[src/hdl/fpc_pkg.sv]
// fpc_pkg: constants, states and carrier structs for the flash power/reset controller
// assumes a 200 MHz system clock; the flash itself is clockless and driven by pins
package fpc_pkg;
	localparam int CLK_PERIOD_NS = 5;
	// recovery, shutdown, pulse, program and access times, as printed
	localparam int READ_RECOVERY_NS = 150;
	localparam int WRITE_RECOVERY_NS = 150;
	localparam int RESET_PULSE_NS = 100;
	localparam int ABORT_SHUTDOWN_US = 22;
	localparam int PROGRAM_MAX_US = 200;
	localparam int WRITE_PULSE_NS = 70;
	localparam int WRITE_HIGH_NS = 30;
	localparam int READ_ACCESS_NS = 70;
	// least times and the abort shutdown time round up, the longest program time rounds down
	localparam int READ_RECOVERY_CYC = (READ_RECOVERY_NS + CLK_PERIOD_NS - 1) / CLK_PERIOD_NS;
	localparam int WRITE_RECOVERY_CYC = (WRITE_RECOVERY_NS + CLK_PERIOD_NS - 1) / CLK_PERIOD_NS;
	localparam int RESET_PULSE_CYC = (RESET_PULSE_NS + CLK_PERIOD_NS - 1) / CLK_PERIOD_NS;
	localparam int ABORT_SHUTDOWN_CYC = (ABORT_SHUTDOWN_US * 1000 + CLK_PERIOD_NS - 1) / CLK_PERIOD_NS;
	localparam int PROGRAM_MAX_CYC = (PROGRAM_MAX_US * 1000) / CLK_PERIOD_NS;
	localparam int WRITE_PULSE_CYC = (WRITE_PULSE_NS + CLK_PERIOD_NS - 1) / CLK_PERIOD_NS;
	localparam int WRITE_HIGH_CYC = (WRITE_HIGH_NS + CLK_PERIOD_NS - 1) / CLK_PERIOD_NS;
	localparam int READ_ACCESS_CYC = (READ_ACCESS_NS + CLK_PERIOD_NS - 1) / CLK_PERIOD_NS;
	localparam int CNT_W = 16;
	localparam logic [15:0] STATUS_READY = 16'h0080;
	localparam logic [15:0] CMD_READ_ARRAY = 16'h00ff;
	localparam logic [7:0] STATUS_READY_BIT = 8'h80;

	// one-hot controller states
	typedef enum logic [6:0] {
		ST_PWRDN = 7'h01,
		ST_RECOVER = 7'h02,
		ST_STANDBY = 7'h04,
		ST_READ = 7'h08,
		ST_WR_LOW = 7'h10,
		ST_WR_HIGH = 7'h20,
		ST_BUSY = 7'h40
	} fpc_state_t;

	// user request toward the flash
	typedef struct packed {
		logic rd;
		logic wr;
		logic [21:0] addr;
		logic [15:0] wdata;
	} fpc_req_t;

	// flash control pins, all active low
	typedef struct packed {
		logic ce_n;
		logic oe_n;
		logic we_n;
		logic reset_powerdown_n;
	} fpc_pins_t;

	// whole controller state
	typedef struct packed {
		fpc_state_t st;
		fpc_pins_t pins;
		logic [CNT_W-1:0] cnt;
		logic [CNT_W-1:0] rd_gap;
		logic [CNT_W-1:0] wr_gap;
		logic [21:0] addr;
		logic [15:0] dq;
		logic dq_drive;
		logic [15:0] rdata;
		logic rvalid;
		logic wdone;
		logic prog_timeout;
		logic aborted;
	} fpc_regs_t;
endpackage

[src/hdl/fpc_ctrl.sv]
// fpc_ctrl: host-side controller for an asynchronous NOR flash, power modes and reset
// assumes flash pins are sampled synchronously to clk_sys_i; dq is split into in/out/enable
// Rules from the datasheet this block is written to
// select low with reset high puts the flash in active mode.
// after a read with idle address the flash saves power, outputs stay valid.
// select high means standby; flash data outputs float regardless of output enable.
// a program or erase continues to completion even if select goes high.
// reset low gives deep power-down; outputs float, memory deselected.
// wait read recovery before reading and write recovery before writing after reset.
// reset low during program or erase aborts it, leaving the target invalid.
// reset low or power loss clears the flash status register.
// a command write needs select and write strobe low; either high inhibits.
// memory changes only after a complete valid two-cycle command sequence.
// while reset is held low, all control inputs are ignored.
// newer process word program finishes within 200 us low voltage, 185 us at 12 V.
// older process word program finishes within 200 us, typical 22 us.
// keep reset low while supplies ramp so no bus state starts an operation.
// drive flash reset from processor reset so it returns to array reads.
// after reset: array-read mode, status 0x80, all blocks locked.
// reset during erase finishes shutdown within 22 us; recovery counts after that.
// reset with no operation running completes within 100 ns.
// power states active, power saving, standby, power-down; power-down wins.
module fpc_ctrl (
	// clock, reset, enable
	input wire logic clk_sys_i,
	input wire logic rst_i,
	input wire logic ce_i,
	// user side
	input wire fpc_pkg::fpc_req_t req_i,
	input wire logic busy_cmd_i,
	input wire logic sleep_i,
	output logic ready_o,
	output logic [15:0] rdata_o,
	output logic rvalid_o,
	output logic wdone_o,
	output logic prog_timeout_o,
	output logic aborted_o,
	// flash pins
	output fpc_pkg::fpc_pins_t pins_o,
	output logic [21:0] addr_o,
	input wire logic [15:0] dq_i,
	output logic [15:0] dq_o,
	output logic dq_oe_n_o
);
	fpc_pkg::fpc_regs_t r;
	fpc_pkg::fpc_regs_t next_r;

	function automatic logic [15:0] cyc(input int n);
		cyc = n[15:0];
	endfunction

	// next-state logic; power-down request overrides everything except the abort flag, which is kept when it comes in ST_RECOVER
	always_comb
	begin
		next_r = r;
		next_r.rvalid = 1'b0;
		next_r.wdone = 1'b0;
		if (r.rd_gap != '0)
			next_r.rd_gap = r.rd_gap - 16'h0001;
		if (r.wr_gap != '0)
			next_r.wr_gap = r.wr_gap - 16'h0001;
		if (sleep_i && r.st != fpc_pkg::ST_PWRDN)
		begin
			// abort whatever runs; only an operation in ST_BUSY is noted
			next_r.aborted = (r.st == fpc_pkg::ST_BUSY);
			next_r.st = fpc_pkg::ST_PWRDN;
			next_r.pins = '{ce_n: 1'b1, oe_n: 1'b1, we_n: 1'b1, reset_powerdown_n: 1'b0};
			next_r.dq_drive = 1'b0;
			next_r.cnt = (r.st == fpc_pkg::ST_BUSY) ? cyc(fpc_pkg::ABORT_SHUTDOWN_CYC)
				: cyc(fpc_pkg::RESET_PULSE_CYC);
		end
		else
		begin
			case (r.st)
				fpc_pkg::ST_PWRDN:
				begin
					// hold reset low for the full shutdown/pulse time
					if (r.cnt != '0)
						next_r.cnt = r.cnt - 16'h0001;
					else if (!sleep_i)
					begin
						next_r.pins.reset_powerdown_n = 1'b1;
						next_r.st = fpc_pkg::ST_RECOVER;
						next_r.rd_gap = cyc(fpc_pkg::READ_RECOVERY_CYC);
						next_r.wr_gap = cyc(fpc_pkg::WRITE_RECOVERY_CYC);
					end
				end
				fpc_pkg::ST_RECOVER:
				begin
					if (r.rd_gap == '0 && r.wr_gap == '0)
						next_r.st = fpc_pkg::ST_STANDBY; // flash back in array read
				end
				fpc_pkg::ST_STANDBY:
				begin
					next_r.pins.ce_n = 1'b1;
					next_r.pins.oe_n = 1'b1;
					next_r.pins.we_n = 1'b1;
					next_r.dq_drive = 1'b0;
					if (req_i.wr)
					begin
						// both select and strobe low for a write
						next_r.addr = req_i.addr;
						next_r.dq = req_i.wdata;
						next_r.dq_drive = 1'b1;
						next_r.pins.ce_n = 1'b0;
						next_r.pins.we_n = 1'b0;
						next_r.cnt = cyc(fpc_pkg::WRITE_PULSE_CYC);
						next_r.st = fpc_pkg::ST_WR_LOW;
					end
					else if (req_i.rd)
					begin
						// select and output enable; select goes high after, so the flash drops to standby
						next_r.addr = req_i.addr;
						next_r.pins.ce_n = 1'b0;
						next_r.pins.oe_n = 1'b0;
						next_r.cnt = cyc(fpc_pkg::READ_ACCESS_CYC);
						next_r.st = fpc_pkg::ST_READ;
					end
				end
				fpc_pkg::ST_READ:
				begin
					if (r.cnt != '0)
						next_r.cnt = r.cnt - 16'h0001;
					else
					begin
						next_r.rdata = dq_i;
						next_r.rvalid = 1'b1;
						next_r.pins.oe_n = 1'b1;
						next_r.pins.ce_n = 1'b1;
						next_r.st = fpc_pkg::ST_STANDBY;
					end
				end
				fpc_pkg::ST_WR_LOW:
				begin
					if (r.cnt != '0)
						next_r.cnt = r.cnt - 16'h0001;
					else
					begin
						// data and address latch on this rising strobe edge
						next_r.pins.we_n = 1'b1;
						next_r.cnt = cyc(fpc_pkg::WRITE_HIGH_CYC);
						next_r.st = fpc_pkg::ST_WR_HIGH;
					end
				end
				fpc_pkg::ST_WR_HIGH:
				begin
					if (r.cnt != '0)
						next_r.cnt = r.cnt - 16'h0001;
					else
					begin
						next_r.pins.ce_n = 1'b1;
						next_r.dq_drive = 1'b0;
						next_r.wdone = 1'b1;
						// second cycle of a sequence starts the operation; poll status
						if (busy_cmd_i)
						begin
							next_r.cnt = cyc(fpc_pkg::PROGRAM_MAX_CYC);
							next_r.prog_timeout = 1'b0;
							next_r.st = fpc_pkg::ST_BUSY;
						end
						else
							next_r.st = fpc_pkg::ST_STANDBY;
					end
				end
				fpc_pkg::ST_BUSY:
				begin
					// select and read status; device finishes even if deselected
					next_r.pins.ce_n = 1'b0;
					next_r.pins.oe_n = 1'b0;
					if (r.pins.oe_n == 1'b0 && dq_i[7] == fpc_pkg::STATUS_READY_BIT[7])
					begin
						next_r.pins.ce_n = 1'b1;
						next_r.pins.oe_n = 1'b1;
						next_r.rdata = dq_i;
						next_r.rvalid = 1'b1;
						next_r.st = fpc_pkg::ST_STANDBY;
					end
					else if (r.cnt != '0)
						next_r.cnt = r.cnt - 16'h0001;
					else
					begin
						// program overran its longest time
						next_r.prog_timeout = 1'b1;
						next_r.pins.ce_n = 1'b1;
						next_r.pins.oe_n = 1'b1;
						next_r.st = fpc_pkg::ST_STANDBY;
					end
				end
				default:
					next_r.st = fpc_pkg::ST_PWRDN;
			endcase
		end
		if (r.st == fpc_pkg::ST_RECOVER)
			next_r.aborted = r.aborted;
	end

	// state register; reset holds flash in power-down like the processor reset
	always_ff @(posedge clk_sys_i or posedge rst_i)
	begin
		if (rst_i)
		begin
			r <= '0;
			r.st <= fpc_pkg::ST_PWRDN;
			r.pins <= '{ce_n: 1'b1, oe_n: 1'b1, we_n: 1'b1, reset_powerdown_n: 1'b0};
			r.cnt <= 16'(fpc_pkg::RESET_PULSE_CYC); // same short pulse as a plain reset
		end
		else if (ce_i)
			r <= next_r;
	end

	// outputs
	assign pins_o = r.pins;
	assign addr_o = r.addr;
	assign dq_o = r.dq;
	assign dq_oe_n_o = ~r.dq_drive;
	assign rdata_o = r.rdata;
	assign rvalid_o = r.rvalid;
	assign wdone_o = r.wdone;
	assign prog_timeout_o = r.prog_timeout;
	assign aborted_o = r.aborted;
	assign ready_o = (r.st == fpc_pkg::ST_STANDBY) && !sleep_i;
endmodule // fpc_ctrl

[config.mk]
export PLATFORM = sky130hd
export DESIGN_NAME = fpc_ctrl
export DESIGN_NICKNAME = d
export VERILOG_FILES = /design/src/hdl/fpc_pkg.sv /design/src/hdl/fpc_ctrl.sv
export SDC_FILE = /design/constraint.sdc
export NUM_CORES = 1
export LEC_CHECK = 0
export ABC_AREA = 1
export BUFFER_PORTS_ARGS = -buffer_cell sky130_fd_sc_hd__buf_2
export CAP_MARGIN = 10
export CORE_ASPECT_RATIO = 2
export CORE_MARGIN = 2
export CORE_UTILIZATION = 57
export CTS_CLUSTER_DIAMETER = 80
export DETAILED_ROUTE_END_ITERATION = 12
export MAX_ROUTING_LAYER = met4
export PLACE_DENSITY = 0.81
export SLEW_MARGIN = 20
export SYNTH_ARGS = -nofsm -noshare
export SYNTH_HDL_FRONTEND = slang
export SYNTH_SLANG_ARGS = --single-unit
[constraint.sdc]
create_clock -name clk_sys_i -period 4.1 [get_ports clk_sys_i]
set_input_delay 0.205 -clock clk_sys_i [delete_from_list [all_inputs] [get_ports clk_sys_i]]
set_output_delay 0.205 -clock clk_sys_i [all_outputs]
set_load 0.01 [all_outputs]
==> out/metrics.yaml, run 1 <==
outcome: "finished clean"
drt_drc_violations_left: 0
slew_violations: 0
vias_per_std_cell: 5.18
layout_common_cells: "sky130_fd_sc_hd__nand2_1 (249), sky130_fd_sc_hd__buf_2 (124), sky130_fd_sc_hd__dfrtp_1 (112), sky130_fd_sc_hd__inv_1 (101), sky130_fd_sc_hd__nor2_1 (96)"
numCtsBuffers: 17
yosys_warnings: 0
routedWlPerCell_um: 14.6
yosysSeqAreaShare_pct: 43.0
final-instance-count-excl-fill: 1133
crit_path_end_kind: "flip-flop"
slew_headroom_pct: 50.4
mappedNetlistArea_um2: 6890
worst_path_dominant_cell_family: "simple AND/OR/NAND/NOR gates"
clock-root-buffer: "sky130_fd_sc_hd__clkbuf_16"
timing.critical_path.buf_inv: 2
async_reset_ff_share_pct: 100
clk_path_buf_depth: 2
rows: 56
drt-total-wl_um: 16500
vias: 5869
wire_length_of_the_first_global_routing_pass_um: 27000
layout.nets: 1041
tritoncts_num_sinks: 118
initial_utilization_pct: 58.5
insertion_delay_ns: 0.42
fmaxAchievable_ghz: 0.400
post_cts_resize_count: 0
diodes: 0
finalHoldViolations: 0
gp_routability_congestion: 0.904
path_cells: "inv_1 -> nand2_1 -> nor2_1 -> nand2_2 -> nand2_4 -> inv_4 -> nor2_2 -> nand3_2 -> o21ai_0"
synthesis.instances: 906
globalRouteOverflowTotal: 0
area_added_between_synthesis_and_finish_pct: 12.9
edff_count_synth: 0
vdd_ir_drop_max_uv: 540
die_x_um: 81.7
worstPathRequired_ns: 4.41
detailedRoute.firstIterationViolations: 361
grt_util_all_layers_pct: 27.7
placedInstanceArea_um2: 7160
first_global_vias: 5902
fin_setup_tns_ns: 0
die_h_um: 159
antenna_found_initial: 0
critical_path_arrival_ns: 2.81
cpMaxStageDelayCell: "sky130_fd_sc_hd__nand3_2"
cap_violations: 0
static_leakage_nw: 4.16
worst-setup-path-type: "flip-flop to flip-flop"
yosys_register_bits: 118
pwr_density_cell_nw_per_um2: 729
floorplan.io_pins: 125
postLayoutCellArea_um2: 7770
h_tree_depth: 4
timing_worst_slew_pin_value_ns: 0.740
post_route_cells_drive_above_1_share_pct: 21.9
floorplan.die_area_um2: 13000
finalSetupViolCount: 0
grt_max_degree: 50
synth.net_count: 972
startpoint_type: "flip-flop"
hpwl_um: 12100
critical-path-max-stage-delay_ns: 0.52
post-route-period-util_pct: 61.0
fin_crit_ns: 2.50
avgSynthCellArea_um2: 7.60
postRouteAntennaNets: 0
layout.cells.most_common: "sky130_fd_sc_hd__nand2_1"
synth_cell_type_count: 43
cell_count_after_placement: 1100
holdCritPathClass: "input pin to flip-flop"
clk_pin_slew_ns: 0.06
setup_repair_after_global_routing_missed_its_margin: "no"
core_um2: 11800
drt_first_pass_iters: 5
synth_ff_type: "sky130_fd_sc_hd__dfrtp_1"
critical_path_peak_fanout: 44
port_buffers: 124
tritoncts: "done"
fin_worst_skew_ns: 0.00815
[per-layer routing]
| metal | vias up | global-route usage (%) | routed length, um |
|---|---|---|---|
| li1 | 2960 | - | - |
| met1 | 2710 | 26.9 | 6050 |
| met2 | 145 | 49.1 | 9140 |
| met3 | 54 | 5.50 | 537 |
| met4 | 0 | 15.3 | 769 |
| met5 | - | - | 0 |
[timing repair]
item	CTS	global route
setup buffers	0	0
hold endpoints to repair	25	0
hold buffers	1	0
[power breakdown]
group / internal (mW) / total (mW) / switching (mW)
registers: 1.59 / 1.90 / 0.312
clock network: 0.936 / 1.52 / 0.582
logic: 0.773 / 2.25 / 1.47
total: 3.30 / 5.67 / 2.37
[synth_stat cells, types with 3 or more instances]
library cell | instances | share of area [%]
sky130_fd_sc_hd__clkbuf_2 | 3 | 0.22
sky130_fd_sc_hd__nand4_1 | 19 | 1.7
sky130_fd_sc_hd__nand3_2 | 5 | 0.73
sky130_fd_sc_hd__ha_1 | 5 | 0.91
sky130_fd_sc_hd__buf_4 | 59 | 6.4
sky130_fd_sc_hd__nand3_1 | 40 | 2.9
sky130_fd_sc_hd__a21oi_1 | 21 | 1.5
sky130_fd_sc_hd__nor2_2 | 9 | 0.82
sky130_fd_sc_hd__nor3_1 | 13 | 0.94
sky130_fd_sc_hd__nor2_1 | 96 | 5.2
sky130_fd_sc_hd__buf_2 | 11 | 0.80
sky130_fd_sc_hd__xnor2_1 | 7 | 0.89
sky130_fd_sc_hd__dfstp_2 | 6 | 2.3
sky130_fd_sc_hd__inv_2 | 7 | 0.38
sky130_fd_sc_hd__o21ai_1 | 26 | 1.9
sky130_fd_sc_hd__o21ai_2 | 4 | 0.51
sky130_fd_sc_hd__nand2_4 | 6 | 0.98
sky130_fd_sc_hd__nand2_1 | 249 | 14
sky130_fd_sc_hd__dfrtp_1 | 112 | 41
sky130_fd_sc_hd__xor2_1 | 7 | 0.89
sky130_fd_sc_hd__nand2_2 | 3 | 0.27
sky130_fd_sc_hd__o21ai_0 | 63 | 4.6
sky130_fd_sc_hd__inv_1 | 102 | 5.6
sky130_fd_sc_hd__nor2_4 | 9 | 1.5
[metrics by stage]
stage / hold slack (ns) / setup slack [ns] / power [mW] / utilization [%]
2_1_floorplan: 0.337 / 0.776 / 3.77 / -
5_1_grt: 0.0263 / 1.29 / 6.09 / 66.0
6_report: 0.0253 / 1.60 / 5.67 / 66.0
3_5_place_dp: 0.219 / 1.62 / 4.14 / 60.8
4_1_cts: 0.0202 / 1.59 / 5.69 / 66.0
3_3_place_gp: 0.216 / 1.76 / 4.09 / 60.8
[worst register-to-register path, stage by stage (launching register included)]
cell	delay (ns)
sky130_fd_sc_hd__dfrtp_1	0.41
sky130_fd_sc_hd__inv_1	0.08
sky130_fd_sc_hd__nand2_1	0.05
sky130_fd_sc_hd__nor2_1	0.23
sky130_fd_sc_hd__nand2_2	0.15
sky130_fd_sc_hd__nand2_4	0.27
sky130_fd_sc_hd__inv_4	0.14
sky130_fd_sc_hd__nor2_2	0.12
sky130_fd_sc_hd__nand3_2	0.52
sky130_fd_sc_hd__o21ai_0	0.42
[cells by family (layout without fill, tap and decap cells)]
| kind of cell | Yosys count | in the layout | share of synthesized area, % |
|---|---|---|---|
| xor gates and xnor gates | 14 | 14 | 1.78 |
| AOI/OAI and AO/OA | 124 | 124 | 10.0 |
| adders and majority gates | 5 | 5 | 0.909 |
| DFF | 118 | 118 | 43.0 |
| and+or+nand+nor | 458 | 458 | 30.4 |
| buffers and inverters | 187 | 269 | 13.9 |
[area by class of cell]
class                      instances  area, um^2
tap                              145         181
fill                            1022        4000
inverter                         110         418
clock inverter                    12         143
timing repair buffer             127         646
multi-input combinational        601        2970
sequential                       118        2960
clock buffer                      20         457
[worst paths after layout]
kind	from	end	slack, ns	depth (start not counted)
min in group asynchronous	rst_i	r[59]$_DFFE_PP0P_	0.32	3
hold / removal	req_i[15]	dq_o[15]$_DFFE_PP0P_	0.03	3
hold reg to reg	addr_o[16]$_DFFE_PP0P_	addr_o[16]$_DFFE_PP0P_	0.48	2
max in group asynchronous	rst_i	dq_o[9]$_DFFE_PP0P_	2.85	4
setup reg to reg	r[116]$_DFFE_PP0P_	addr_o[11]$_DFFE_PP0P_	1.60	9
setup / recovery	r[116]$_DFFE_PP0P_	addr_o[11]$_DFFE_PP0P_	1.60	9
[state kept, by name, summed over array words and instances (netlist names)]
name,flops
aborted_o,1
addr_o,22
dq_o,16
pins_o,4
prog_timeout_o,1
r,56
rdata_o,16
rvalid_o,1
wdone_o,1
Power figures use the tool's default switching activity.
==> inputs of run 2 (changes only) <==
CORE_UTILIZATION = 51   (was 57)
PLACE_DENSITY = 0.77   (was 0.81)
clock period = 2.3 ns   (was 4.1 ns; I/O delays follow)
==> run 2 against run 1 <==
The run now ends with negative hold slack left. Sequential power rose by 78%. Critical path type unchanged. Die area rose by 11%. Clock-buffer cell count fell by 2. Sequential share of layout area fell by 2.9 points. Fmax rose by 21%. Non-clock buffer count rose by 62. Register-to-register slack got worse by 1.4 ns. Total power rose by 80%. Final cell count rose by 6.4%. Highest routed layer unchanged. Largest cell class unchanged. Hold slack got worse by 0.034 ns.
==> out/metrics.yaml, run 2 (same netlist as run 1, synthesis figures left out) <==
outcome: "finished, violations left"
failed_checks: "negative hold slack"
clk_path_buf_depth: 2
post_route_cells_drive_above_1_share_pct: 21.5
fin_crit_ns: 2.07
clk_pin_slew_ns: 0.06
critPathMostFrequentCell: "sky130_fd_sc_hd__nand2_1"
crit_path_end_kind: "flip-flop"
placedInstanceArea_um2: 7260
slew_violations: 0
grt_most_used_layer: "met2"
diodes: 0
layout_common_cells: "sky130_fd_sc_hd__nand2_1 (249), sky130_fd_sc_hd__buf_2 (124), sky130_fd_sc_hd__dfrtp_1 (112), sky130_fd_sc_hd__inv_1 (101), sky130_fd_sc_hd__nor2_1 (96)"
worstPathRequired_ns: 2.56
globalRouteMet3Util_pct: 5.00
wire_length_of_the_first_global_routing_pass_um: 28100
grt.met2_usage_pct: 40.9
worst_path_dominant_cell_family: "simple AND/OR/NAND/NOR gates"
die_x_um: 86.2
static_leakage_nw: 4.43
cpMaxStageDelayCell: "sky130_fd_sc_hd__dfstp_2"
die_h_um: 168
timing.critical_path.buf_inv: 1
critical_path_arrival_ns: 2.33
multiInputGateArea_um2: 2970
vias_per_std_cell: 5.15
worst_hold_slack_ns: -0.00893
grt_max_degree: 51
drt-total-wl_um: 17000
floorplan.io_pins: 125
routedWlPerCell_um: 14.1
startpoint_type: "flip-flop"
tritoncts_num_sinks: 118
power_frac_seq_pct: 33.1
postLayoutCellArea_um2: 8400
holdCritPathClass: "input pin to flip-flop"
p_sw_share_pct: 40.7
setup_repair_after_global_routing_missed_its_margin: "no"
drt_first_pass_iters: 5
layout.area.seq_um2: 2960
largest_register_ffs: 56
hpwl_um: 11400
vias: 6206
insertion_delay_ns: 0.41
n_fill_cell: 1103
vdd_ir_drop_max_uv: 812
finalHoldViolations: 1
netSwitchingPower_mw: 4.16
critical-path-max-stage-delay_ns: 0.59
numCtsBuffers: 17
path_cells: "nand2_1 -> nor2_1 -> nand2_2 -> nand2_4 -> inv_4 -> nor2_8 -> o211ai_4 -> nand2_1 -> o21ai_1"
clock-root-buffer: "sky130_fd_sc_hd__clkbuf_16"
post-cts-setup-buffer-count: 0
worst-setup-path-type: "flip-flop to flip-flop"
rows: 60
core_um2: 13300
layout.cells.most_common: "sky130_fd_sc_hd__nand2_1"
fmaxAchievable_ghz: 0.483
max_flop_register: "r"
h_tree_depth: 4
internal_power_mw: 6.05
drt_drc_violations_left: 0
critical_path_peak_fanout: 32
detailedRoute.firstIterationViolations: 368
tritoncts: "done"
first_global_vias: 6187
timing_worst_slew_pin_value_ns: 0.775
cap_violations: 0
initial_utilization_pct: 51.8
postRouteAntennaNets: 0
port_buffers: 124
power.share.combinational_pct: 40.4
layout.nets: 1103
fin_setup_tns_ns: 0
fin_worst_skew_ns: 0.00769
slew_headroom_pct: 48.1
post-route-period-util_pct: 90.0
pwr-share-clk_pct: 26.5
area_added_between_synthesis_and_finish_pct: 22.1
pwr_density_cell_nw_per_um2: 1220
floorplan.die_area_um2: 14500
finalSetupViolCount: 0
antenna_found_initial: 0
globalRouteOverflowTotal: 0
met1_demand_to_capacity_share_in_global_routing_pct: 29.3
gp_routability_congestion: 0.954
grt_util_all_layers_pct: 24.7
-- run 2: cell types whose count changed in the layout (fill, tap and decap cells not counted), moves of 2 or more --
cell                            delta
sky130_fd_sc_hd__clkinv_2          +2
sky130_fd_sc_hd__buf_4             +8
sky130_fd_sc_hd__clkbuf_8          -2
sky130_fd_sc_hd__dlygate4sd3_1    +53
-- run 2: path summary, 6_finish.rpt --
check,startpoint,end,slack (ns),depth (start not counted)
hold / removal,req_i[30],addr_o[14]$_DFFE_PP0P_,-0.009,3
max in group asynchronous,rst_i,pins_o[1]$_DFFE_PP1P_,1.24,4
min in group asynchronous,rst_i,dq_o[1]$_DFFE_PP0P_,0.31,3
hold reg to reg,pins_o[3]$_DFFE_PP1P_,pins_o[3]$_DFFE_PP1P_,0.46,2
setup / recovery,r[111]$_DFFE_PP1P_,rdata_o[13]$_DFFE_PP0P_,0.23,9
setup reg to reg,r[111]$_DFFE_PP1P_,rdata_o[13]$_DFFE_PP0P_,0.23,9
-- run 2: layer usage --
layer	up-vias	share of wire, %
met4	0	2.4
li1	3076	-
met1	2905	41
met3	39	4.5
met5	-	0
met2	186	52
-- run 2: repair_timing --
item,CTS,global route
hold endpoints to repair,74,0
hold buffers,54,0
endpoints found under the setup margin,0,7
resized for setup,0,1
-- run 2: metrics by stage --
step                      setup WS [ns]  cells  hold WS, ns  utilization, %  power [mW]
after global placement            0.288   1119        0.186            54.6        7.26
after detailed placement          0.199   1119        0.194            54.6        7.38
final                             0.230   1205     -0.00893            63.2        10.2
after CTS                         0.170   1205      0.00493            63.2        10.2
after floorplan                   0.467    906        0.247               -        6.72
after global routing             0.0238   1205       0.0367            63.2        11.0
-- run 2: power by group through the flow --
| stage | sequential [mW] | combinational [mW] | clock, mW |
|---|---|---|---|
| after CTS | 3.37 | 4.11 | 2.74 |
| after global placement | 3.36 | 3.89 | 0 |
| after floorplan | 3.26 | 3.46 | 0 |
| after global routing | 3.48 | 4.68 | 2.83 |
| after detailed placement | 3.38 | 4.00 | 0 |
| final | 3.39 | 4.13 | 2.70 |
-- run 2: tightest hold or removal path, stage by stage --
cell                      delay (ns)
sky130_fd_sc_hd__buf_2          0.09
sky130_fd_sc_hd__inv_1          0.04
sky130_fd_sc_hd__o21ai_0        0.09
-- run 2: cell type report --
| type | instances | share of cell area [%] |
|---|---|---|
| Tap cell | 155 | 2.31 |
| Inverter | 110 | 4.99 |
| Clock buffer | 18 | 5.11 |
| Sequential cell | 118 | 35.2 |
| Clock inverter | 14 | 2.07 |
| Timing Repair Buffer | 189 | 14.9 |
| Multi-Input combinational cell | 601 | 35.4 |
